`config.mk`:
```
export PLATFORM = sky130hd
export DESIGN_NAME = pmc_power_ctrl
export DESIGN_NICKNAME = d
export VERILOG_FILES = /design/src/verilog/pmc_pkg.sv /design/src/verilog/pmc_power_ctrl.sv
export SDC_FILE = /design/constraint.sdc
export NUM_CORES = 1
export LEC_CHECK = 0
export ABC_AREA = 1
export ABC_CLOCK_PERIOD_IN_PS = 4300
export BUFFER_PORTS_ARGS = -buffer_cell sky130_fd_sc_hd__buf_2
export CORE_MARGIN = 4
export CORE_UTILIZATION = 50
export CTS_CLUSTER_SIZE = 20
export DETAILED_ROUTE_END_ITERATION = 7
export PLACE_DENSITY = 0.71
export SYNTH_ARGS = -nofsm -noshare
export SYNTH_HDL_FRONTEND = slang
export SYNTH_SLANG_ARGS = --single-unit
```
`constraint.sdc`:
```
create_clock -name aclk -period 4.3 [get_ports aclk]
set_clock_uncertainty 0.15 [all_clocks]
set_input_delay 0.43 -clock aclk [delete_from_list [all_inputs] [get_ports aclk]]
set_output_delay 0.43 -clock aclk [all_outputs]
set_load 0.01 [all_outputs]
```
`src/verilog/pmc_pkg.sv`:
```
// Package with register map, field positions, reset values and timing for the power mode control
package pmc_pkg;

  // Register byte offsets
  localparam logic [7:0] PMC_OFS_MAIN_CTRL = 8'h00;
  localparam logic [7:0] PMC_OFS_CORE_CTRL = 8'h04;
  localparam logic [7:0] PMC_OFS_CHG_CFG = 8'h08;
  localparam logic [7:0] PMC_OFS_INT_STAT = 8'h0C;
  localparam logic [7:0] PMC_OFS_INT_MASK = 8'h10;
  localparam logic [7:0] PMC_OFS_STATUS = 8'h14;

  // Field positions in conv_ctrl_main
  localparam int PMC_MAIN_SLEEP_EN_BIT = 0;
  localparam int PMC_MAIN_SUPPLY_EN_BIT = 1;
  // Field positions in core_conv_ctrl
  localparam int PMC_CORE_VSEL_LSB = 0;
  localparam int PMC_CORE_LPSEL_LSB = 4;
  localparam int PMC_CORE_OFF_BIT = 7;
  localparam int PMC_VSEL_W = 3;
  // Field position in charger_config
  localparam int PMC_CHG_AUTO_WAIT_BIT = 7;
  // Event bits in the interrupt status and mask registers
  localparam int PMC_INT_PB_BIT = 0;
  localparam int PMC_INT_COVER_BIT = 1;
  localparam int PMC_INT_WARM_BIT = 2;
  localparam int PMC_INT_W = 3;

  // Reset values
  localparam logic [7:0] PMC_MAIN_CTRL_RST = 8'h02;
  localparam logic [7:0] PMC_CORE_CTRL_RST = 8'h13;
  localparam logic [7:0] PMC_CHG_CFG_RST = 8'h00;
  localparam logic [2:0] PMC_INT_MASK_RST = 3'h0;

  // AXI responses
  localparam logic [1:0] PMC_RESP_OKAY = 2'h0;
  localparam logic [1:0] PMC_RESP_SLVERR = 2'h2;

  // Timing
  localparam int unsigned PMC_CLK_KHZ = 200000;
  localparam int unsigned PMC_POR_SHORT_MS = 100;
  localparam int unsigned PMC_POR_LONG_MS = 1000;
  localparam int unsigned PMC_POR_SHORT_CYC = PMC_POR_SHORT_MS * PMC_CLK_KHZ;
  localparam int unsigned PMC_POR_LONG_CYC = PMC_POR_LONG_MS * PMC_CLK_KHZ;
  localparam int unsigned PMC_POR_CNT_W = 28;
  localparam int unsigned PMC_DEBOUNCE_CYC = 1024;
  localparam int unsigned PMC_CPU_RST_CYC = 2048;

  // Power states
  typedef enum logic [3:0] {
    PMC_ST_OFF, PMC_ST_RAMP1, PMC_ST_RAMP2, PMC_ST_POR, PMC_ST_ON,
    PMC_ST_SLEEP, PMC_ST_DOWN1, PMC_ST_DOWN2, PMC_ST_WAIT
  } pmc_state_t;

endpackage

```
`src/verilog/pmc_power_ctrl.sv`:
```
// Power mode control: rail sequencing, low-power and wait modes, debounced pins, resets
module pmc_power_ctrl
  import pmc_pkg::*;
#(
  parameter int unsigned ADDR_W = 8,
  parameter int unsigned POR_SHORT_CYC = PMC_POR_SHORT_CYC,
  parameter int unsigned POR_LONG_CYC = PMC_POR_LONG_CYC,
  parameter int unsigned DEBOUNCE_CYC = PMC_DEBOUNCE_CYC,
  parameter int unsigned CPU_RST_CYC = PMC_CPU_RST_CYC
) (
  input wire logic aclk,
  input wire logic aresetn,
  input wire logic awvalid,
  output logic awready,
  input wire logic [ADDR_W-1:0] awaddr,
  input wire logic wvalid,
  output logic wready,
  input wire logic [31:0] wdata,
  input wire logic [3:0] wstrb,
  output logic bvalid,
  input wire logic bready,
  output logic [1:0] bresp,
  input wire logic arvalid,
  output logic arready,
  input wire logic [ADDR_W-1:0] araddr,
  output logic rvalid,
  input wire logic rready,
  output logic [31:0] rdata,
  output logic [1:0] rresp,
  input wire logic deep_sleep_req,
  input wire logic push_button_in,
  input wire logic warm_reset_in_n,
  input wire logic batt_cover_in,
  input wire logic reset_delay_sel,
  input wire logic rail_order_sel,
  input wire logic supply_present,
  input wire logic uvlo_in,
  input wire logic overtemp_in,
  input wire logic main_pgood,
  input wire logic core_pgood,
  output logic main_rail_en,
  output logic core_rail_en,
  output logic [2:0] core_rail_vsel,
  output logic ldo_low_power,
  output logic power_on_reset_out_n,
  output logic cpu_reset_out_n,
  output logic power_fail_out_n,
  output logic int_out_n
);

  localparam int unsigned DB_W = $clog2(DEBOUNCE_CYC + 1);
  localparam int unsigned CR_W = $clog2(CPU_RST_CYC + 1);
  localparam logic [DB_W-1:0] DB_LAST = DB_W'(DEBOUNCE_CYC - 1);
  localparam logic [PMC_POR_CNT_W-1:0] POR_SHORT_LAST = PMC_POR_CNT_W'(POR_SHORT_CYC - 1);
  localparam logic [PMC_POR_CNT_W-1:0] POR_LONG_LAST = PMC_POR_CNT_W'(POR_LONG_CYC - 1);
  localparam logic [CR_W-1:0] CR_LOAD = CR_W'(CPU_RST_CYC);

  // All state of the block
  typedef struct packed {
    logic awready;
    logic wready;
    logic aw_held;
    logic w_held;
    logic [ADDR_W-1:0] aw_addr;
    logic [7:0] w_byte;
    logic w_lane0;
    logic bvalid;
    logic [1:0] bresp;
    logic arready;
    logic rvalid;
    logic [31:0] rdata;
    logic [1:0] rresp;
    logic [7:0] main_ctrl;
    logic [7:0] core_ctrl;
    logic [7:0] chg_cfg;
    logic [PMC_INT_W-1:0] int_stat;
    logic [PMC_INT_W-1:0] int_mask;
    logic [2:0][DB_W-1:0] db_cnt;
    logic [2:0] db_val;
    pmc_state_t st;
    logic down_to_wait;
    logic por_long;
    logic [PMC_POR_CNT_W-1:0] por_cnt;
    logic [CR_W-1:0] cr_cnt;
    logic lp_and;
    logic main_en;
    logic core_en;
    logic [2:0] vsel;
    logic ldo_lp;
    logic por_n;
    logic cpu_rst_n;
    logic pfail_n;
    logic int_n;
  } pmc_regs_t;

  pmc_regs_t s_q;
  pmc_regs_t s_d;

  always_comb begin
    logic [2:0] raw;
    logic [2:0] rise;
    logic [2:0] fall;
    logic wr_do;
    logic [PMC_INT_W-1:0] ev;
    logic [PMC_INT_W-1:0] clr;
    logic sleep_en;
    logic supply_en;
    logic lp_and;
    logic lp_edge;
    logic fault;
    logic first_pg;
    logic second_pg;
    logic sleep_exit;
    logic [31:0] rd;
    logic rd_ok;
    raw = '0;
    rise = '0;
    fall = '0;
    wr_do = 1'b0;
    ev = '0;
    clr = '0;
    sleep_en = 1'b0;
    supply_en = 1'b0;
    lp_and = 1'b0;
    lp_edge = 1'b0;
    fault = 1'b0;
    first_pg = 1'b0;
    second_pg = 1'b0;
    sleep_exit = 1'b0;
    rd = '0;
    rd_ok = 1'b0;
    s_d = s_q;

    // Debounce: a new level is taken only after it has stood for the whole count
    raw = {batt_cover_in, ~warm_reset_in_n, push_button_in};
    for (int i = 0; i < 3; i++) begin
      if (raw[i] != s_q.db_val[i]) begin
        if (s_q.db_cnt[i] == DB_LAST) begin
          s_d.db_val[i] = raw[i];
          s_d.db_cnt[i] = '0;
        end else begin
          s_d.db_cnt[i] = s_q.db_cnt[i] + DB_W'(1);
        end
      end else begin
        s_d.db_cnt[i] = '0;
      end
    end
    rise = s_d.db_val & ~s_q.db_val;
    fall = s_q.db_val & ~s_d.db_val;

    // AXI write channel: address and data taken in either order
    if (awvalid && s_q.awready) begin
      s_d.aw_held = 1'b1;
      s_d.awready = 1'b0;
      s_d.aw_addr = awaddr;
    end
    if (wvalid && s_q.wready) begin
      s_d.w_held = 1'b1;
      s_d.wready = 1'b0;
      s_d.w_byte = wdata[7:0];
      s_d.w_lane0 = wstrb[0];
    end
    wr_do = s_q.aw_held && s_q.w_held && !s_q.bvalid;
    if (wr_do) begin
      s_d.aw_held = 1'b0;
      s_d.w_held = 1'b0;
      s_d.bvalid = 1'b1;
      s_d.bresp = PMC_RESP_OKAY;
      if (s_q.aw_addr == ADDR_W'(PMC_OFS_MAIN_CTRL)) begin
        if (s_q.w_lane0) s_d.main_ctrl = s_q.w_byte;
      end else if (s_q.aw_addr == ADDR_W'(PMC_OFS_CORE_CTRL)) begin
        if (s_q.w_lane0) s_d.core_ctrl = s_q.w_byte;
      end else if (s_q.aw_addr == ADDR_W'(PMC_OFS_CHG_CFG)) begin
        if (s_q.w_lane0) s_d.chg_cfg = s_q.w_byte;
      end else if (s_q.aw_addr == ADDR_W'(PMC_OFS_INT_STAT)) begin
        if (s_q.w_lane0) clr = s_q.w_byte[PMC_INT_W-1:0];
      end else if (s_q.aw_addr == ADDR_W'(PMC_OFS_INT_MASK)) begin
        if (s_q.w_lane0) s_d.int_mask = s_q.w_byte[PMC_INT_W-1:0];
      end else if (s_q.aw_addr == ADDR_W'(PMC_OFS_STATUS)) begin
        s_d.bresp = PMC_RESP_OKAY; // Read-only, write ignored
      end else begin
        s_d.bresp = PMC_RESP_SLVERR;
      end
    end
    // Ready again only once the response has gone, so one write is in flight
    if (s_q.bvalid && bready) begin
      s_d.bvalid = 1'b0;
      s_d.awready = 1'b1;
      s_d.wready = 1'b1;
    end

    // AXI read channel
    if (s_q.arready && arvalid) begin
      rd_ok = 1'b1;
      if (araddr == ADDR_W'(PMC_OFS_MAIN_CTRL)) begin
        rd = {24'h000000, s_q.main_ctrl};
      end else if (araddr == ADDR_W'(PMC_OFS_CORE_CTRL)) begin
        rd = {24'h000000, s_q.core_ctrl};
      end else if (araddr == ADDR_W'(PMC_OFS_CHG_CFG)) begin
        rd = {24'h000000, s_q.chg_cfg};
      end else if (araddr == ADDR_W'(PMC_OFS_INT_STAT)) begin
        rd = {29'h00000000, s_q.int_stat};
      end else if (araddr == ADDR_W'(PMC_OFS_INT_MASK)) begin
        rd = {29'h00000000, s_q.int_mask};
      end else if (araddr == ADDR_W'(PMC_OFS_STATUS)) begin
        rd = {19'h00000, 4'(s_q.st), s_q.db_val, s_q.ldo_lp, s_q.por_n, s_q.cpu_rst_n,
              s_q.pfail_n, s_q.core_en, s_q.main_en};
      end else begin
        rd_ok = 1'b0;
      end
      s_d.rvalid = 1'b1;
      s_d.arready = 1'b0;
      s_d.rdata = rd;
      s_d.rresp = rd_ok ? PMC_RESP_OKAY : PMC_RESP_SLVERR;
    end
    if (s_q.rvalid && rready) begin
      s_d.rvalid = 1'b0;
      s_d.arready = 1'b1;
    end

    // Control bits seen by the sequencer
    sleep_en = s_q.main_ctrl[PMC_MAIN_SLEEP_EN_BIT];
    supply_en = s_q.main_ctrl[PMC_MAIN_SUPPLY_EN_BIT];
    lp_and = deep_sleep_req & sleep_en;
    s_d.lp_and = lp_and;
    lp_edge = lp_and & ~s_q.lp_and;
    fault = uvlo_in | overtemp_in | ~s_q.db_val[2];
    first_pg = rail_order_sel ? main_pgood : core_pgood;
    second_pg = rail_order_sel ? core_pgood : main_pgood;

    // Cpu reset pulse counts down; warm reset loads it only with core in regulation
    if (s_q.cr_cnt != '0) s_d.cr_cnt = s_q.cr_cnt - CR_W'(1);
    if (rise[1] && core_pgood && (s_q.st == PMC_ST_ON || s_q.st == PMC_ST_SLEEP)) begin
      s_d.cr_cnt = CR_LOAD;
    end

    // Power sequencer
    case (s_q.st)
      PMC_ST_OFF: begin
        if (!fault) begin
          s_d.st = PMC_ST_RAMP1;
          s_d.ldo_lp = 1'b0;
        end
      end
      PMC_ST_RAMP1: begin
        if (rail_order_sel) s_d.main_en = 1'b1;
        else s_d.core_en = 1'b1;
        if (fault) begin
          s_d.st = PMC_ST_DOWN1;
          s_d.down_to_wait = 1'b0;
        end else if (first_pg) begin
          s_d.st = PMC_ST_RAMP2;
        end
      end
      PMC_ST_RAMP2: begin
        s_d.main_en = 1'b1;
        s_d.core_en = 1'b1;
        if (fault) begin
          s_d.st = PMC_ST_DOWN1;
          s_d.down_to_wait = 1'b0;
        end else if (second_pg) begin
          s_d.st = PMC_ST_POR;
          s_d.por_cnt = '0;
          s_d.por_long = reset_delay_sel;
        end
      end
      PMC_ST_POR: begin
        // Count restarts whenever the main rail drops out of regulation
        if (fault) begin
          s_d.st = PMC_ST_DOWN1;
          s_d.down_to_wait = 1'b0;
        end else if (!main_pgood) begin
          s_d.por_cnt = '0;
        end else if (s_q.por_cnt == (s_q.por_long ? POR_LONG_LAST : POR_SHORT_LAST)) begin
          s_d.st = PMC_ST_ON;
        end else begin
          s_d.por_cnt = s_q.por_cnt + PMC_POR_CNT_W'(1);
        end
      end
      PMC_ST_ON: begin
        s_d.core_en = 1'b1;
        s_d.vsel = s_q.core_ctrl[PMC_CORE_VSEL_LSB +: PMC_VSEL_W];
        if (fault) begin
          s_d.st = PMC_ST_DOWN1;
          s_d.down_to_wait = 1'b0;
        end else if (lp_edge && s_q.cr_cnt == '0) begin
          if (!supply_en) begin
            // Wait mode with a charging supply needs the auto-wait bit
            if (!supply_present || s_q.chg_cfg[PMC_CHG_AUTO_WAIT_BIT]) begin
              s_d.st = PMC_ST_DOWN1;
              s_d.down_to_wait = 1'b1;
            end
          end else begin
            s_d.st = PMC_ST_SLEEP;
          end
        end
      end
      PMC_ST_SLEEP: begin
        s_d.vsel = s_q.core_ctrl[PMC_CORE_LPSEL_LSB +: PMC_VSEL_W];
        s_d.core_en = ~s_q.core_ctrl[PMC_CORE_OFF_BIT];
        sleep_exit = !deep_sleep_req || !sleep_en || rise[0] || rise[1];
        if (s_q.cr_cnt != '0) sleep_exit = 1'b1;
        if (fault) begin
          s_d.st = PMC_ST_DOWN1;
          s_d.down_to_wait = 1'b0;
        end else if (sleep_exit) begin
          s_d.st = PMC_ST_ON;
          s_d.core_en = 1'b1;
          s_d.vsel = s_q.core_ctrl[PMC_CORE_VSEL_LSB +: PMC_VSEL_W];
        end
      end
      PMC_ST_DOWN1: begin
        // Second rail up goes down first
        if (rail_order_sel) s_d.core_en = 1'b0;
        else s_d.main_en = 1'b0;
        if (!s_q.db_val[2]) s_d.ldo_lp = 1'b1;
        if (!second_pg) s_d.st = PMC_ST_DOWN2;
      end
      PMC_ST_DOWN2: begin
        s_d.core_en = 1'b0;
        s_d.main_en = 1'b0;
        if (!first_pg) s_d.st = s_q.down_to_wait ? PMC_ST_WAIT : PMC_ST_OFF;
      end
      PMC_ST_WAIT: begin
        // Rails stay off until a button, warm reset or, with auto-wait clear, a charging supply wakes us; a fault sends us to off
        if (fault) begin
          s_d.st = PMC_ST_OFF;
        end else if (rise[0] || rise[1]) begin
          s_d.st = PMC_ST_RAMP1;
        end else if (supply_present && !s_q.chg_cfg[PMC_CHG_AUTO_WAIT_BIT]) begin
          s_d.st = PMC_ST_RAMP1;
        end
      end
      default: s_d.st = PMC_ST_OFF;
    endcase

    // Pin outputs: released reset only in the on and sleep states, entered once the rails are up past the delay
    s_d.por_n = (s_d.st == PMC_ST_ON) || (s_d.st == PMC_ST_SLEEP);
    s_d.cpu_rst_n = s_d.por_n && (s_d.cr_cnt == '0);
    s_d.pfail_n = s_d.por_n && !uvlo_in && !overtemp_in && s_d.db_val[2];

    // Sticky events; a set in the same cycle as its clear wins
    ev[PMC_INT_PB_BIT] = rise[0];
    ev[PMC_INT_WARM_BIT] = rise[1];
    ev[PMC_INT_COVER_BIT] = fall[2];
    s_d.int_stat = (s_q.int_stat & ~clr) | ev;
    s_d.int_n = s_d.por_n && ((s_d.int_stat & ~s_d.int_mask) == '0);

    // Synchronous reset: registers and pins to their quiet values
    if (!aresetn) begin
      s_d = '0;
      s_d.awready = 1'b1;
      s_d.wready = 1'b1;
      s_d.arready = 1'b1;
      s_d.main_ctrl = PMC_MAIN_CTRL_RST;
      s_d.core_ctrl = PMC_CORE_CTRL_RST;
      s_d.chg_cfg = PMC_CHG_CFG_RST;
      s_d.int_mask = PMC_INT_MASK_RST;
      s_d.st = PMC_ST_OFF;
    end
  end

  // State register
  always_ff @(posedge aclk) begin
    s_q <= s_d;
  end

  // Every output is a flip-flop of the state
  assign awready = s_q.awready;
  assign wready = s_q.wready;
  assign bvalid = s_q.bvalid;
  assign bresp = s_q.bresp;
  assign arready = s_q.arready;
  assign rvalid = s_q.rvalid;
  assign rdata = s_q.rdata;
  assign rresp = s_q.rresp;
  assign main_rail_en = s_q.main_en;
  assign core_rail_en = s_q.core_en;
  assign core_rail_vsel = s_q.vsel;
  assign ldo_low_power = s_q.ldo_lp;
  assign power_on_reset_out_n = s_q.por_n;
  assign cpu_reset_out_n = s_q.cpu_rst_n;
  assign power_fail_out_n = s_q.pfail_n;
  assign int_out_n = s_q.int_n;

endmodule

```
== Word-level counts from Yosys, hierarchy flattened ==
Index checks and enable logic that the tools add are counted.
Widths: inputs -> output; s select.

* Flip-flop bits (word level): 183
* Bits of input ports: 70
* Output and inout port bits: 51
* Word-level logic and storage cells: 254

* $add $sub $neg: 5
* Eq/ne operators: 41
* Mux-type cells: 88
* Bitwise operators: 24
* Reduce and logical (&&, ||, !) cells: 60

{| class="wikitable"
|+ Operators by type and width
! kind !! count
|-
| $mux 28 || 6
|-
| $mux 13 || 6
|-
| $mux 4 || 19
|-
| $pmux 28 s2 || 1
|-
| $mux 3 || 13
|-
| $pmux 4 s9 || 1
|-
| $add 11x1->11 const B || 3
|-
| $eq 11x10->1 const B || 3
|-
| $eq 8x4->1 const B || 4
|-
| $eq 8x5->1 const B || 4
|-
| $add 28x1->28 const B || 1
|-
| $eq 28x28->1 || 1
|-
| $mux 1 || 25
|-
| $eq 4x3->1 const B || 6
|-
| $logic_not 12->1 || 2
|-
| $mux 12 || 2
|-
| $ne 2x2->1 const B || 9
|-
| $eq 8x3->1 const B || 2
|-
| $logic_and 1x1->1 || 16
|-
| $logic_not 8->1 || 2
|-
| $mux 5 || 3
|-
| $reduce_and 3->1 || 5
|-
| $reduce_and 5->1 || 3
|-
| $mux 2 || 7
|-
| other kinds (32) || 74
|}

== Longest topological paths before layout ==
Gate-level depths: netlist of run 1.

* Depth after elaboration: 16
* Mapped depth: 15
* Gate-level depth less buffers: 15

== Least setup slack after synthesis of run 1 ==
No wires, ideal clock.

* Path type: reg-to-reg
* Start: register s_q[23] (netlist name)
* End: register s_q[49] (netlist name)
* Setup time: 139 ps
* Data arrival time: 1644 ps
* Required time: 4011 ps
* Path slack: 2367 ps
* Stages on the path, launching flop included: 14
* Buffers on the path: 1
* Clock period less this slack: 1933 ps
* Path through: dfxtp_1 -> ha_1 -> nand2_1 -> nor2_4 -> nand2_2 -> nor2_2 -> nand3_2 -> nand2_2 -> nand2_1 -> nand2_2 -> inv_2 -> buf_4 -> nand3_1 -> a21oi_2

* Cells in the longest elaborated chain, start to end: 5
* Elaborated cells between the ends (all ways): 8
* Classes of those cells: add/sub: 1; eq/ne: 2; mux: 4; reduce/logical: 1

{| class="wikitable"
|+ RTL lines
! item !! line !! source
|-
| start: declaration || pmc_power_ctrl.sv:96 || <nowiki>pmc_regs_t s_q;</nowiki>
|-
| start signal: assignment || pmc_power_ctrl.sv:365 || <nowiki>s_q <= s_d;</nowiki>
|-
| $add 28x1->28 || pmc_power_ctrl.sv:277 || <nowiki>s_d.por_cnt = s_q.por_cnt + PMC_POR_CNT_W'(1);</nowiki>
|-
| $mux 28 || pmc_power_ctrl.sv:274 || <nowiki>end else if (s_q.por_cnt == (s_q.por_long ? POR_LONG_LAST : POR_SHORT_LAST)) begin</nowiki>
|-
| $mux 28 || pmc_power_ctrl.sv:272 || <nowiki>end else if (!main_pgood) begin</nowiki>
|-
| $mux 28 || pmc_power_ctrl.sv:269 || <nowiki>if (fault) begin</nowiki>
|-
| $pmux 28 s2 || pmc_power_ctrl.sv:238 || <nowiki>case (s_q.st)</nowiki>
|}

Parallel ways exist; a longest one is shown, timed or not. The select of a mux whose other input is x is not followed.
A chain may end at the register's enable or synchronous reset.

== Final worst setup path of run 1 ==
* Start: register s_q[23] (netlist name)
* End: register s_q[43] (netlist name)

The elaborated chain is that of the path after synthesis.

==> results of run 1 <==
[power groups by stage]
stage	combinational, uW	clock [uW]	sequential (uW)
after floorplan	744	0	1700
after global placement	855	0	1720
after detailed placement	866	0	1720
after CTS	870	1510	1690
after global routing	995	1570	1700
final	868	1480	1690
[placed cells by master (no fill, tap or decap), types with 4 or more instances in the layout]
| cell | instances |
|---|---|
| inv_1 | 138 |
| nor2_2 | 5 |
| inv_2 | 7 |
| a21oi_2 | 19 |
| buf_2 | 72 |
| nor3b_1 | 5 |
| inv_8 | 4 |
| nand3b_1 | 5 |
| nand2_1 | 247 |
| clkbuf_16 | 17 |
| xnor2_1 | 5 |
| and3_1 | 5 |
| or2_2 | 7 |
| nand2_2 | 22 |
| a21oi_1 | 94 |
| conb_1 | 21 |
| nor3_1 | 31 |
| nand4_1 | 18 |
| inv_6 | 4 |
| xor2_1 | 19 |
| ha_1 | 5 |
| nand3_1 | 82 |
| nor2_4 | 4 |
| dfxtp_1 | 162 |
| o21ai_0 | 66 |
| o2111ai_1 | 4 |
| o211ai_1 | 10 |
| nor3_2 | 4 |
| nor2_1 | 163 |
| a211oi_1 | 6 |
[critical path, cell delays in order, from the launching register on]
cell and delay (ns):
dfxtp_1 0.43, ha_1 0.20, nand2_1 0.12, nor2_4 0.17
nand2_2 0.12, nor2_2 0.15, nand3_2 0.12, nand2_2 0.08
nand2_1 0.06, nand2_2 0.54, inv_2 0.40, nand2_1 0.16
nand2_1 0.06, nand2_1 0.05, nor2_1 0.04
[cell type report]
type / count / area [sq um]
multi-input combinational: 870 / 4280
clock inverter: 14 / 138
clock buffer: 18 / 439
sequential: 162 / 3240
inverter: 146 / 548
fill: 1567 / 7330
timing repair buffer: 75 / 383
tap: 220 / 275
[logic make-up (layout without fill, tap and decap cells)]
group,count (synthesis),in the layout
AND/OR/NAND/NOR,605,605
buffers and inverters,216,253
AO/OA/AOI/OAI,215,215
flip-flops,162,162
XOR/XNOR,24,24
adder cells (fa/ha/maj),5,5
other,1,21
[routing by layer]
metal  part of all wire [%]  up-vias  GRT usage (%)
li1                       -     4023              -
met1                     46     3449           27.8
met2                     48      176           35.6
met3                    4.5       43           4.63
met4                    2.2        0           7.18
met5                      0        -              0
[how the worst max path moves through the flow]
| stage | slack [ns] | cells after the start | to | startpoint |
|---|---|---|---|---|
| 6_report | 1.34 | 14 | s_q[43] | s_q[23] |
| 5_1_grt | 1.0 | 13 | s_q[31] | s_q[23] |
| 4_1_cts | 1.30 | 14 | s_q[43] | s_q[23] |
| 3_5_place_dp | 1.34 | 12 | s_q[49] | s_q[23] |
| 3_3_place_gp | 1.38 | 12 | s_q[49] | s_q[23] |
| 2_1_floorplan | 2.37 | 13 | s_q[49] | s_q[23] |
[per-stage QoR]
stage                     hold WS (ns)  instances  area [sq um]  util, %  setup WS [ns]
after detailed placement         0.282       1473          8730     52.5           1.34
after floorplan                  0.263       1248          8570        -           2.37
after global routing            0.0806       1505          9310     55.9          0.995
final                           0.0691       1505          9310     55.9           1.34
after CTS                       0.0623       1505          9310     55.9           1.30
after global placement           0.279       1473          8730     52.5           1.38
==> impl_metrics.env, run 1 <==
export IMPL_min_path_cells=3
export IMPL_grt_max_degree=58
export IMPL_clockBufferDepth=2
export IMPL_antenna_found_initial=0
export IMPL_cp_required_ns=4.47
export IMPL_worstReg2RegStart="s_q[23]"
export IMPL_postCtsHoldBufs=0
export IMPL_power_frac_comb_pct=21.5
export IMPL_drc=0
export IMPL_syn_area_sq_um=8490
export IMPL_grt_total_usage_pct=21.4
export IMPL_wirelength_um=20200
export IMPL_yosysMostFrequentCell="nand2_1"
export IMPL_synth_top_family_by_area="simple AND/OR/NAND/NOR gates"
export IMPL_syn_avg_cell_area_sq_um=6.92
export IMPL_powerDensity_nw_per_um2=433
export IMPL_synth_common_cells="nand2_1, nor2_1, dfxtp_1"
export IMPL_synth_mux_area_share_pct=0
export IMPL_path_class="flip-flop to flip-flop"
export IMPL_r2r_slack_ns=1.34
export IMPL_start_util_pct=51.0
export IMPL_regMostFlops="s_q"
export IMPL_clkPwrFrac_pct=36.7
export IMPL_leakagePower_uw=0.00378
export IMPL_core_sq_um=16600
export IMPL_die_area_sq_um=19100
export IMPL_cp_max_fo=29
export IMPL_clkTransAtPathRegs_ns=0.07
export IMPL_finalSetupViolCount=0
export IMPL_vias=7691
export IMPL_ios=121
export IMPL_synth_seq_cells=162
export IMPL_drive_gt1_share_pct=14.0
export IMPL_drv_cap=0
export IMPL_max_freq_mhz=337
export IMPL_grt_pass1_wl_um=34200
export IMPL_cts_buffers=17
export IMPL_overflow=0
export IMPL_fin_nets=1347
export IMPL_synth_compound_area_share_pct=14.7
export IMPL_power_switching_uw=1360
export IMPL_tightest_slew_ns=0.870
export IMPL_arrival_ns=3.13
export IMPL_area_delta_synth_final_pct=9.60
export IMPL_min_path_type="input port to flip-flop"
export IMPL_p_sw_share_pct=33.6
export IMPL_cts_root_buf="clkbuf_16"
export IMPL_ys_types=49
export IMPL_synth_simple_area_share_pct=31.6
export IMPL_fin_setup_tns_ns=0
export IMPL_htree_levels=4
export IMPL_port_buffers=72
export IMPL_rows=47
export IMPL_startpoint_type="flip-flop"
export IMPL_synth_top_area_share_pct=38.2
export IMPL_insertion_delay_ns=0.44
export IMPL_cts_resized=0
export IMPL_synth_xor_area_share_pct=2.47
export IMPL_yosys_top_cells_area="dfxtp_1, nand2_1, nor2_1"
export IMPL_synth_edff_count=0
export IMPL_finalCritPeriodShare_pct=68.9
export IMPL_synth_top_cell_by_area="dfxtp_1"
export IMPL_synthArstFlopShare_pct=0
export IMPL_ir_drop_mv=0.311
export IMPL_postCtsSetupRepairBufs=0
export IMPL_die_y_um=138
export IMPL_syn_instance_count=1228
export IMPL_report_final_hold_viol_count=0
export IMPL_ys_warn_count=0
export IMPL_slew_headroom_pct=41.5
export IMPL_ys_seq_area_share_pct=38.2
export IMPL_final_antenna_net_count=0
export IMPL_rsz0062_at_grt="false"
export IMPL_final_max_slew_viol_count=0
export IMPL_insertedDiodeCount=0
export IMPL_worstReg2RegEnd="s_q[43]"
export IMPL_clock_sinks=162
export IMPL_fin_crit_ns=2.96
export IMPL_reg2regPathDepth=14
export IMPL_largest_reg_flops=132
export IMPL_power_uw=4030
export IMPL_first_pass_iters=5
export IMPL_grt_pass1_vias=7225
export IMPL_endpoint_kind="flip-flop"
export IMPL_chipWidth_um=138
export IMPL_wl_per_cell_um=13.4
export IMPL_hpwl_um=14900
export IMPL_min_to="arready"
export IMPL_p_seq_share_pct=41.8
export IMPL_status="finished, final reports clean"
export IMPL_ys_dominant_reg_cell="dfxtp_1"
export IMPL_hold_start="rready"
export IMPL_synth_fa_ha_area_share_pct=0.736
export IMPL_gp_congestion=0.903
export IMPL_cts_tree="yes"
export IMPL_vias_per_cell=5.11
export IMPL_drt_iter0_markers=568
export IMPL_p_int_uw=2680
(Power assumes the default switching activity.)
==> run 2, diff against run 1 <==
--- a/config.mk
+++ b/config.mk
@@ -6,13 +6,13 @@
 export NUM_CORES = 1
 export LEC_CHECK = 0
 export ABC_AREA = 1
-export ABC_CLOCK_PERIOD_IN_PS = 4300
+export ABC_CLOCK_PERIOD_IN_PS = 2400
 export BUFFER_PORTS_ARGS = -buffer_cell sky130_fd_sc_hd__buf_2
 export CORE_MARGIN = 4
 export CORE_UTILIZATION = 50
 export CTS_CLUSTER_SIZE = 20
 export DETAILED_ROUTE_END_ITERATION = 7
-export PLACE_DENSITY = 0.71
+export PLACE_DENSITY = 0.74
 export SYNTH_ARGS = -nofsm -noshare
 export SYNTH_HDL_FRONTEND = slang
 export SYNTH_SLANG_ARGS = --single-unit
==> constraint.sdc (replaced) <==
create_clock -name aclk -period 2.4 [get_ports aclk]
set_clock_uncertainty 0.15 [all_clocks]
set_input_delay 0.24 -clock aclk [delete_from_list [all_inputs] [get_ports aclk]]
set_output_delay 0.24 -clock aclk [all_outputs]
set_load 0.01 [all_outputs]
==> run 2 against run 1 <==
  * Highest routed layer unchanged
  * Critical path type unchanged
  * Die area is the same
  * Combinational power grew 94%
  * Non-clock buffer count grew 49
  * Via count grew 4.4%
  * Worst setup slack lost 1.1 ns
  * Sequential power grew 79%
  * Largest power group unchanged
  * Maximum frequency grew 36%
  * Power grew 84%
==> impl_metrics.env, run 2 (synthesis results as in run 1) <==
export IMPL_status="finished, final reports clean"
export IMPL_hold_start="batt_cover_in"
export IMPL_multi_input_area_sq_um=4300
export IMPL_crit_top_cell="nor2_1"
export IMPL_reg2regPathDepth=13
export IMPL_grt_pass1_wl_um=35400
export IMPL_die_area_sq_um=19100
export IMPL_layout_commonest_cell="nand2_1"
export IMPL_fin_nets=1396
export IMPL_ir_drop_mv=0.538
export IMPL_p_seq_share_pct=40.8
export IMPL_cp_max_fo=8
export IMPL_drv_cap=0
export IMPL_port_buffers=72
export IMPL_hpwl_um=15500
export IMPL_endpoint_kind="flip-flop"
export IMPL_rows=47
export IMPL_startpoint_type="flip-flop"
export IMPL_min_path_type="input port to flip-flop"
export IMPL_drive_gt1_share_pct=15.4
export IMPL_clkPwrFrac_pct=36.5
export IMPL_die_y_um=138
export IMPL_slowest_delay_ns=0.31
export IMPL_core_sq_um=16600
export IMPL_ff_latch_area_sq_um=3240
export IMPL_drt_iter0_markers=620
export IMPL_worstReg2RegStart="s_q[11]"
export IMPL_clockBufferDepth=2
export IMPL_antenna_found_initial=0
export IMPL_worstReg2RegEnd="cpu_reset_out_n"
export IMPL_stdcell_area_sq_um=9760
export IMPL_regMostFlops="s_q"
export IMPL_largest_reg_flops=132
export IMPL_gp_congestion=0.971
export IMPL_leakagePower_uw=0.00402
export IMPL_vias_per_cell=5.17
export IMPL_report_final_hold_viol_count=0
export IMPL_grt_pass1_vias=7691
export IMPL_drc=0
export IMPL_fin_crit_ns=2.18
export IMPL_clkTransAtPathRegs_ns=0.07
export IMPL_layout_common_cells="nand2_1, nor2_1, dfxtp_1"
export IMPL_finalSetupViolCount=0
export IMPL_powerDensity_nw_per_um2=759
export IMPL_postPlaceCellArea_sq_um=8910
export IMPL_ios=121
export IMPL_finalCritPeriodShare_pct=90.8
export IMPL_critPathTopFamily="simple AND/OR/NAND/NOR gates"
export IMPL_arrival_ns=2.40
export IMPL_path_depth=13
export IMPL_fin_setup_tns_ns=0
export IMPL_cts_tree="yes"
export IMPL_power_frac_comb_pct=22.7
export IMPL_p_sw_share_pct=33.0
export IMPL_critPathBufInv=2
export IMPL_final_antenna_net_count=0
export IMPL_crit_path_cell_trace="inv_1, ha_1, nand2_2, nor2_4, nand2_2, buf_4, xor2_1, nand2_1, nor2_1, nand3_1, nor2_1, nand2_1, nor2_1"
export IMPL_max_freq_mhz=459
export IMPL_n_fill_cell=1551
export IMPL_fin_util_pct=58.7
export IMPL_grt_total_usage_pct=21.9
export IMPL_vias=8031
export IMPL_crit_path_top_delay_cell="dfxtp_1"
export IMPL_first_pass_iters=6
export IMPL_path_class="flip-flop to flip-flop"
export IMPL_power_switching_uw=2440
export IMPL_cts_buffers=17
export IMPL_rsz0062_at_grt="false"
export IMPL_area_delta_synth_final_pct=14.9
export IMPL_p_int_uw=4970
export IMPL_slew_headroom_pct=55.5
export IMPL_wl_per_cell_um=13.6
export IMPL_start_util_pct=51.0
export IMPL_insertion_delay_ns=0.43
export IMPL_grt_max_degree=35
export IMPL_htree_levels=4
export IMPL_min_to="s_q[97]"
export IMPL_final_max_slew_viol_count=0
export IMPL_overflow=0
export IMPL_insertedDiodeCount=0
export IMPL_clock_sinks=162
export IMPL_chipWidth_um=138
export IMPL_tightest_slew_ns=0.667
export IMPL_cp_required_ns=2.62
export IMPL_cts_root_buf="clkbuf_16"
export IMPL_min_path_cells=4
export IMPL_r2r_slack_ns=0.22
export IMPL_wirelength_um=21100
run 2: how the worst max path moves through the flow:
stage | startpoint | end
floorplan | s_q[23] | s_q[49]
global placement | s_q[71] | s_q[21]
detailed placement | s_q[71] | s_q[21]
CTS | s_q[71] | s_q[21]
global route | s_q[12] | cpu_reset_out_n
finish | s_q[11] | cpu_reset_out_n
run 2: repair_timing:
item / CTS / global route
setup buffers: 0 / 0
endpoints found under the setup margin: 0 / 15
hold buffers: 25 / 0
gates resized for setup: 0 / 5
endpoints found under the hold margin: 27 / 0
run 2: layer usage:
metal  up-vias  wire (um)  global-route usage, %
met4         0        380                   6.60
met2       254      10200                   37.8
met5         -          0                      0
met1      3621       9300                   27.6
met3        37       1280                   4.39
li1       4119          -                      -
run 2: final cells by class:
type	count	share of cell area (%)
sequential	162	33.2
clock buffer	18	4.50
tap	220	2.82
timing repair buffer	124	8.33
clock inverter	14	1.49
multi-input combinational	870	44.0
inverter	146	5.64
run 2: tightest hold or removal path: stages:
cell and delay, ns:
buf_2 0.11, inv_1 0.06, nand4_1 0.11, a21oi_1 0.06
run 2: metrics by stage:
step | std cells | setup WS (ns) | hold WS, ns | power (uW)
global route | 1554 | 0.0225 | 0.0686 | 7820
global placement | 1497 | 0.234 | 0.275 | 4680
floorplan | 1248 | 0.467 | 0.224 | 4380
CTS | 1554 | 0.172 | 0.0368 | 7440
finish | 1554 | 0.221 | 0.0473 | 7410
detailed placement | 1497 | 0.198 | 0.283 | 4710
run 2: power groups by stage:
stage / sequential (uW) / combinational (uW) / clock, uW
after floorplan: 3040 / 1330 / 0
final: 3020 / 1680 / 2710
after detailed placement: 3080 / 1630 / 0
after CTS: 3020 / 1680 / 2740
after global routing: 3040 / 1930 / 2850
after global placement: 3080 / 1600 / 0
